**src/inc/xcvr_prot_pkg.sv**
```systemverilog
// constants and types for the transceiver protection supervisor
package xcvr_prot_pkg;
  localparam int unsigned CLK_FREQ_HZ      = 100_000_000;
  localparam int unsigned RECOVERY_TIME_US = 200;
  localparam int unsigned RECOVERY_CYCLES  = RECOVERY_TIME_US * (CLK_FREQ_HZ / 1_000_000);
  localparam int unsigned UV_FILTER_TIME_US = 100;
  localparam int unsigned UV_FILTER_CYCLES  = UV_FILTER_TIME_US * (CLK_FREQ_HZ / 1_000_000);
  localparam int unsigned CNT_W             = 32;

  localparam logic [31:0] ADDR_CTRL   = 32'h0000_0000;
  localparam logic [31:0] ADDR_STATUS = 32'h0000_0004;
  localparam logic [31:0] ADDR_IRQST  = 32'h0000_0008;
  localparam logic [31:0] ADDR_MASK   = 32'h0000_000C;

  localparam logic [1:0]  CTRL_RESET  = 2'h0;
  localparam logic [3:0]  MASK_RESET  = 4'h0;

  // event bits: 0 thermal, 1 battery uv, 2 core uv, 3 io uv
  localparam int unsigned EV_W = 4;

  typedef enum logic [5:0] {
    MODE_NORMAL  = 6'b000001,
    MODE_SILENT  = 6'b000010,
    MODE_STANDBY = 6'b000100,
    MODE_SLEEP   = 6'b001000,
    MODE_OFF     = 6'b010000,
    MODE_RECOVER = 6'b100000
  } op_mode_t;
endpackage

```
**src/hw/can_xcvr_fault_protection.sv**
```systemverilog
// protection supervisor for a CAN FD transceiver, with APB registers
`timescale 1ns/1ps
module can_xcvr_fault_protection
  import xcvr_prot_pkg::*;
#(
  parameter int unsigned RECOVERY_CNT  = RECOVERY_CYCLES,
  parameter int unsigned UV_FILTER_CNT = UV_FILTER_CYCLES
)(
  input  wire logic        sys_clk_i,
  input  wire logic        rst_i,
  input  wire logic        psel_i,
  input  wire logic        penable_i,
  input  wire logic        pwrite_i,
  input  wire logic [31:0] paddr_i,
  input  wire logic [31:0] pwdata_i,
  output logic      [31:0] prdata_o,
  output logic             pready_o,
  output logic             pslverr_o,
  input  wire logic        temp_above_trip_i,
  input  wire logic        temp_below_release_i,
  input  wire logic        battery_supply_undervoltage_i,
  input  wire logic        core_supply_undervoltage_i,
  input  wire logic        io_supply_undervoltage_i,
  input  wire logic        txd_i,
  input  wire logic        bus_rx_i,
  output logic             bus_drive_dominant_o,
  output logic             bus_bias_recessive_o,
  output logic             receiver_enable_o,
  output logic             rxd_o,
  output logic             wake_detect_enable_o,
  output logic             autonomous_active_o,
  output logic             fault_indicator_n_o,
  output logic             irq_o
);

  logic [4:0]     sync1;
  logic [4:0]     sync2;
  logic [1:0]     txd_s;
  logic [1:0]     rx_s;
  logic           over_temperature_shutdown;
  logic           uv_bat;
  logic           uv_core;
  logic           uv_io;
  logic           uv_any;
  logic           uv_filt;
  logic [CNT_W-1:0] uv_cnt;
  logic [CNT_W-1:0] rec_cnt;
  op_mode_t       mode;
  op_mode_t       next_mode;
  logic [1:0]     ctrl;
  logic [3:0]     irq_status;
  logic [3:0]     irq_mask;
  logic [3:0]     ev_prev;
  logic [3:0]     ev_now;
  logic [3:0]     ev_rise;
  logic           apb_acc;
  logic           rd_irq;
  logic           drive_ok;
  logic           uv_pend;

  // normal and silent are the modes with a live receive path
  function automatic logic is_active_mode(input op_mode_t m);
    return (m == MODE_NORMAL) || (m == MODE_SILENT);
  endfunction

  // run mode picked by the control register
  function automatic op_mode_t run_mode(input logic [1:0] c);
    if (c[1])
      return MODE_STANDBY;
    else if (c[0])
      return MODE_SILENT;
    else
      return MODE_NORMAL;
  endfunction

  // comparator inputs pass two flip-flops first
  always_ff @(posedge sys_clk_i)
  begin
    if (rst_i)
    begin
      sync1 <= 5'h00;
      sync2 <= 5'h00;
    end
    else
    begin
      sync1 <= {temp_below_release_i, temp_above_trip_i, battery_supply_undervoltage_i,
                core_supply_undervoltage_i, io_supply_undervoltage_i};
      sync2 <= sync1;
    end
  end

  // pin inputs idle recessive, so reset to high
  always_ff @(posedge sys_clk_i)
  begin
    if (rst_i)
    begin
      txd_s <= 2'h3;
      rx_s  <= 2'h3;
    end
    else
    begin
      txd_s <= {txd_s[0], txd_i};
      rx_s  <= {rx_s[0], bus_rx_i};
    end
  end

  assign uv_io   = sync2[0];
  assign uv_core = sync2[1];
  assign uv_bat  = sync2[2];
  assign uv_any  = uv_bat | uv_core | uv_io;

  // thermal shutdown with hysteresis
  always_ff @(posedge sys_clk_i)
  begin
    if (rst_i)
      over_temperature_shutdown <= 1'b0;
    else if (sync2[3])
      over_temperature_shutdown <= 1'b1;
    else if (sync2[4])
      over_temperature_shutdown <= 1'b0;
  end

  // undervoltage filter timer for core and io supplies
  always_ff @(posedge sys_clk_i)
  begin
    if (rst_i)
    begin
      uv_cnt  <= '0;
      uv_filt <= 1'b0;
    end
    else if (!(uv_core | uv_io))
    begin
      uv_cnt  <= '0;
      uv_filt <= 1'b0;
    end
    else if (uv_cnt >= CNT_W'(UV_FILTER_CNT))
      uv_filt <= 1'b1;
    else
      uv_cnt <= uv_cnt + CNT_W'(1);
  end

  // recovery delay counter
  always_ff @(posedge sys_clk_i)
  begin
    if (rst_i || mode != MODE_RECOVER || uv_any)
      rec_cnt <= '0;
    else
      rec_cnt <= rec_cnt + CNT_W'(1);
  end

  // any undervoltage leaves a recovery pending until the delay starts
  always_ff @(posedge sys_clk_i)
  begin
    if (rst_i)
      uv_pend <= 1'b0;
    else if (uv_any)
      uv_pend <= 1'b1;
    else if (mode == MODE_RECOVER)
      uv_pend <= 1'b0;
  end

  // ctrl[0] selects silent instead of normal, ctrl[1] requests standby
  always_comb
  begin
    next_mode = mode;
    if (uv_bat)
      next_mode = MODE_OFF;
    else if (uv_filt)
      next_mode = MODE_SLEEP;
    else if (uv_io)
      next_mode = MODE_STANDBY;
    else if (uv_core)
      next_mode = mode;
    else if (uv_pend)
      next_mode = MODE_RECOVER;
    else
    begin
      case (mode)
        MODE_OFF, MODE_SLEEP:
          next_mode = MODE_RECOVER;
        MODE_RECOVER:
          if (rec_cnt >= CNT_W'(RECOVERY_CNT) - CNT_W'(1))
            next_mode = run_mode(ctrl);
        MODE_STANDBY, MODE_NORMAL, MODE_SILENT:
          next_mode = run_mode(ctrl);
        default:
          next_mode = MODE_RECOVER;
      endcase
    end
  end

  always_ff @(posedge sys_clk_i)
  begin
    if (rst_i)
      mode <= MODE_RECOVER;
    else
      mode <= next_mode;
  end

  // bus side outputs
  assign drive_ok = (mode == MODE_NORMAL) && !over_temperature_shutdown && !uv_any;

  // driver follows transmit data only in normal mode with no fault
  always_ff @(posedge sys_clk_i)
  begin
    if (rst_i)
      bus_drive_dominant_o <= 1'b0;
    else
      bus_drive_dominant_o <= drive_ok & ~txd_s[1];
  end

  // recessive bias whenever the driver is not enabled (drive_ok low), dropped in undervoltage
  always_ff @(posedge sys_clk_i)
  begin
    if (rst_i)
      bus_bias_recessive_o <= 1'b0;
    else
      bus_bias_recessive_o <= ~uv_any & (over_temperature_shutdown | ~drive_ok);
  end

  // receiver stays on through thermal shutdown
  always_ff @(posedge sys_clk_i)
  begin
    if (rst_i)
      receiver_enable_o <= 1'b0;
    else
      receiver_enable_o <= ~uv_any & is_active_mode(mode);
  end

  // receive data, parked high when the path is off
  always_ff @(posedge sys_clk_i)
  begin
    if (rst_i)
      rxd_o <= 1'b1;
    else if (uv_core && !uv_io)
      rxd_o <= 1'b1;
    else if (!uv_any && is_active_mode(mode))
      rxd_o <= rx_s[1];
    else
      rxd_o <= 1'b1;
  end

  // wake detection only in low power modes with core supply valid
  always_ff @(posedge sys_clk_i)
  begin
    if (rst_i)
      wake_detect_enable_o <= 1'b0;
    else
      wake_detect_enable_o <= ~uv_core & ~uv_bat &
                              ((mode == MODE_STANDBY) | (mode == MODE_SLEEP));
  end

  // autonomous state while core supply is low in normal or silent mode
  always_ff @(posedge sys_clk_i)
  begin
    if (rst_i)
      autonomous_active_o <= 1'b0;
    else
      autonomous_active_o <= uv_core & ~uv_bat & is_active_mode(mode);
  end

  always_ff @(posedge sys_clk_i)
  begin
    if (rst_i)
      fault_indicator_n_o <= 1'b1;
    else
      fault_indicator_n_o <= ~over_temperature_shutdown;
  end

  // apb slave, zero wait states
  assign apb_acc   = psel_i & penable_i;
  assign pready_o  = 1'b1;
  assign pslverr_o = 1'b0;
  assign rd_irq    = apb_acc & ~pwrite_i & (paddr_i == ADDR_IRQST);

  // control register
  always_ff @(posedge sys_clk_i)
  begin
    if (rst_i)
      ctrl <= CTRL_RESET;
    else if (apb_acc && pwrite_i && (paddr_i == ADDR_CTRL))
      ctrl <= pwdata_i[1:0];
  end

  // interrupt mask register
  always_ff @(posedge sys_clk_i)
  begin
    if (rst_i)
      irq_mask <= MASK_RESET;
    else if (apb_acc && pwrite_i && (paddr_i == ADDR_MASK))
      irq_mask <= pwdata_i[3:0];
  end

  always_comb
  begin
    prdata_o = 32'h0000_0000;
    if (paddr_i == ADDR_CTRL)
      prdata_o = {30'h0, ctrl};
    else if (paddr_i == ADDR_STATUS)
      prdata_o = {20'h0, mode, 2'h0, ev_now};
    else if (paddr_i == ADDR_IRQST)
      prdata_o = {28'h0, irq_status};
    else if (paddr_i == ADDR_MASK)
      prdata_o = {28'h0, irq_mask};
  end

  // sticky event bits, set wins over read-clear
  assign ev_now  = {uv_io, uv_core, uv_bat, over_temperature_shutdown};
  assign ev_rise = ev_now & ~ev_prev;

  // previous event levels for edge detection
  always_ff @(posedge sys_clk_i)
  begin
    if (rst_i)
      ev_prev <= 4'h0;
    else
      ev_prev <= ev_now;
  end

  // sticky status, cleared by a read of its register
  always_ff @(posedge sys_clk_i)
  begin
    if (rst_i)
      irq_status <= 4'h0;
    else
      irq_status <= (rd_irq ? 4'h0 : irq_status) | ev_rise;
  end

  assign irq_o = |(irq_status & irq_mask);

endmodule // can_xcvr_fault_protection

```
**config.mk**
```make
export PLATFORM = sky130hd
export DESIGN_NAME = can_xcvr_fault_protection
export DESIGN_NICKNAME = d
export VERILOG_FILES = /design/src/inc/xcvr_prot_pkg.sv /design/src/hw/can_xcvr_fault_protection.sv
export SDC_FILE = /design/constraint.sdc
export NUM_CORES = 1
export LEC_CHECK = 0
export ABC_CLOCK_PERIOD_IN_PS = 1970
export BUFFER_PORTS_ARGS = -buffer_cell sky130_fd_sc_hd__buf_4
export CAP_MARGIN = 20
export CORE_MARGIN = 2
export CORE_UTILIZATION = 40
export DETAILED_ROUTE_END_ITERATION = 8
export GPL_ROUTABILITY_DRIVEN = 1
export PLACE_DENSITY = 0.66
export SLEW_MARGIN = 20
export SYNTH_ARGS = -nofsm -noshare
export SYNTH_HDL_FRONTEND = slang
export SYNTH_SLANG_ARGS = --single-unit
```
**constraint.sdc**
```tcl
create_clock -name sys_clk_i -period 1.97 [get_ports sys_clk_i]
set_clock_uncertainty 0.15 [all_clocks]
set_input_delay 0.394 -clock sys_clk_i [delete_from_list [all_inputs] [get_ports sys_clk_i]]
set_output_delay 0.394 -clock sys_clk_i [all_outputs]
set_load 0.05 [all_outputs]
```
==> out/qor.yml <==
final_area_mm2: 0.00637
seqPwrFrac_pct: 49.8
core_mm2: 0.0114
cp-endpoint: "uv_cnt[8]"
synth_cell_types: 53
numClockSinks: 108
r2r_end: "uv_cnt[8]"
drt-initial-drc-count: 130
p_comb_share_pct: 12.5
ff2ff_setup_slack_ns: -0.18
fillCellCount: 1001
routed-via-count: 3899
async_reset_ff_share_pct: 0
ys_seq_area_share_pct: 46.2
die_h_um: 112
antenna_found_initial: 0
p_leak_uw: 0.00254
post_route_cells_drive_above_1_share_pct: 32.1
die-area_mm2: 0.0126
dpl_cell_area_mm2: 0.00561
synth_cells: 514
timing.fmax_mhz: 466
worstSetupEndpointType: "register"
cts_tree: "yes"
ff2ff_path_depth: 6
swShare_pct: 26.2
grt_pass1_wl_um: 17700
h-tree-depth: 3
antenna_left: 0
r2r_start: "uv_cnt[6]"
clock_path_buffers: 2
rsz0062_at_grt: "yes"
status: "finished, violations left"
crit_arrival_ns: 2.27
crit_path_max_fanout: 2
clk_latency_ns: 0.34
maxCapViolCount: 0
wire_per_inst_um: 13.6
criticalPathCategory: "reg2reg"
p_per_area_mw_per_mm2: 708
ff_latch_area_mm2: 0.00216
synthFlopType: "dfxtp_1"
io_buffer_count: 65
pre_cts_slack_ns: -0.337
p_int_uw: 3330
finalSetupViolCount: 24
hpwl_um: 7280
overflow: 0
power.switching_uw: 1180
clk_pin_slew_ns: 0.07
first_pass_iters: 4
drt_wl_total_um: 10600
clkPwrFrac_pct: 37.7
track_usage_pct: 16.9
gp_congestion: 0.821
syn_area_mm2: 0.00468
cts_buffers: 9
hp-class: "in2reg"
synth_edf_count: 0
area_delta_synth_final_pct: 36.1
fin_ws_ns: -0.176
hold_violations: 0
synth_warnings: 0
antenna-diode-count: 0
rows: 39
violations: "setup timing"
route.detailed.drc: 0
critPathRequiredTime_ns: 2.10
multiInputGateArea_mm2: 0.00263
fin_crit_sh_pct: 109
io_pins: 118
initial_core_util_pct: 41.0
syn_area_per_cell_um2: 9.11
clockRootBuffer: "clkbuf_16"
ys_ff_latch: 108
first_global_vias: 3826
start_kind: "register"
startpoint: "uv_cnt[6]"
slew_violations: 0
routed_via_density: 5.02
fin_crit_ns: 2.15
grt_max_degree: 33
power.total_uw: 4510
fin_nets: 707
cts-hold-fix-buffers: 0
peakVddDrop_v: 0.000408
die_w_um: 112
-- power by group through the flow --
stage	registers (uW)	clock network (uW)	logic, uW
after floorplan	2310	0	340
after global placement	2300	0	512
after detailed placement	2300	0	521
after CTS	2250	1770	542
after global routing	2250	1850	614
final	2250	1700	566
-- cells by family (layout without fill, tap and decap cells) --
group / count (synthesis) / in the layout / synth area share, %
xor gates and xnor gates: 35 / 35 / 6.54
DFF: 108 / 108 / 46.2
buffers and inverters: 59 / 155 / 6.89
adders and majority gates: 3 / 3 / 0.801
muxes: 15 / 15 / 3.74
AOI/OAI and AO/OA: 45 / 46 / 7.29
and+or+nand+nor: 247 / 247 / 28.4
other: 2 / 24 / 0.160
-- cell usage in the layout, fill, tap and decap left out, types with 3 or more instances in the layout --
master / Yosys / routed
inv_1: 17 / 17
nand3_1: 21 / 21
nor4_1: 21 / 12
dfxtp_1: 108 / 106
buf_4: 25 / 96
or2_2: 7 / 6
mux2i_1: 13 / 13
or4_4: 1 / 3
nor4_4: 0 / 8
xnor2_1: 10 / 9
nand2_1: 21 / 19
nor3_1: 8 / 8
nand2b_1: 9 / 9
ha_1: 3 / 3
a21oi_2: 0 / 6
xor2_1: 25 / 25
a31oi_1: 3 / 3
o2bb2ai_1: 5 / 5
conb_1: 2 / 24
and3_1: 12 / 8
and3_4: 0 / 4
or4_1: 5 / 3
nor2_4: 0 / 5
buf_6: 1 / 15
nor2_1: 67 / 61
a21oi_1: 11 / 5
nand4_1: 24 / 24
o21ai_0: 10 / 8
and2_1: 23 / 21
or3_4: 0 / 3
clkbuf_16: 0 / 9
nor2b_1: 13 / 13
buf_8: 0 / 9
-- routing by layer --
metal | wire length [um] | vias to the layer above | track usage [%] | share of wire (%)
met5 | 0 | - | 0 | 0
met4 | 81 | 0 | 5.77 | 0.77
met3 | 401 | 6 | 3.73 | 3.8
met2 | 5380 | 90 | 29.3 | 51
met1 | 4700 | 1836 | 20.9 | 44
li1 | - | 1967 | - | -
-- worst max-delay path, stage by stage, from the launching register on --
cell	delay (ns)
dfxtp_2	0.32
or4_4	0.55
a211oi_4	0.26
buf_4	0.17
o2111ai_4	0.12
or3_1	0.39
a21oi_2	0.12
-- how the worst min path moves through the flow --
stage / start / to / slack, ns / cells after the start
detailed placement: ev_prev[2] / irq_status[2] / 0.24 / 1
global placement: ev_prev[0] / irq_status[0] / 0.24 / 1
finish: txd_i / txd_s[0] / 0.09 / 2
floorplan: txd_s[1] / bus_drive_dominant_o / 0.22 / 1
global route: txd_i / txd_s[0] / 0.07 / 2
CTS: txd_i / txd_s[0] / 0.07 / 2
-- through the flow --
step	instances	hold WS (ns)	TNS [ns]	util (%)
floorplan	536	0.225	-0.820	-
global route	776	0.0653	-4.60	55.8
global placement	749	0.236	-3.28	49.1
detailed placement	749	0.240	-5.34	49.1
CTS	773	0.0696	-2.68	54.0
finish	776	0.0851	-2.61	55.8
-- repair_timing --
action / in CTS / in global routing
setup buffers: 7 / 2
gates cloned: 1 / 1
setup endpoints to repair: 30 / 42
pin swaps: 26 / 19
resized for setup: 47 / 39
-- state kept, by name, summed over array words and instances (netlist names), 2 cells and up --
signal / count
sync2: 5
irq_status: 4
uv_cnt: 32
ev_prev: 4
rec_cnt: 32
ctrl: 2
txd_s: 2
irq_mask: 4
sync1: 5
mode: 6
rx_s: 2
-- synthesized netlist by cell type, types with 3 or more instances --
library cell | n | area share [%]
nor2b_1 | 13 | 1.7
and2_1 | 23 | 3.1
o2bb2ai_1 | 5 | 0.93
buf_4 | 25 | 4.0
a21oi_1 | 11 | 1.2
ha_1 | 3 | 0.80
xnor2_1 | 10 | 1.9
nor3_1 | 8 | 0.85
nand3_1 | 21 | 2.2
a31oi_1 | 3 | 0.40
nand2_1 | 21 | 1.7
nand4_1 | 24 | 3.2
nor2_1 | 67 | 5.4
or4_1 | 5 | 0.80
o21ai_0 | 10 | 1.1
nor4_1 | 21 | 2.8
and3_1 | 12 | 1.6
or2_2 | 7 | 0.93
clkbuf_1 | 16 | 1.3
xor2_1 | 25 | 4.7
nand2b_1 | 9 | 1.2
or3_1 | 3 | 0.40
inv_1 | 17 | 1.4
dfxtp_1 | 108 | 46
mux2i_1 | 13 | 2.8
-- final cells by class --
| cell class | instances | share of cell area [%] |
|---|---|---|
| sequential | 108 | 34.0 |
| timing repair buffer | 122 | 16.5 |
| inverter | 17 | 1.00 |
| clock inverter | 7 | 0.922 |
| multi-input combinational | 370 | 41.3 |
| tap | 143 | 2.81 |
| clock buffer | 9 | 3.53 |
No activity file was read; power rests on OpenSTA's default activity.
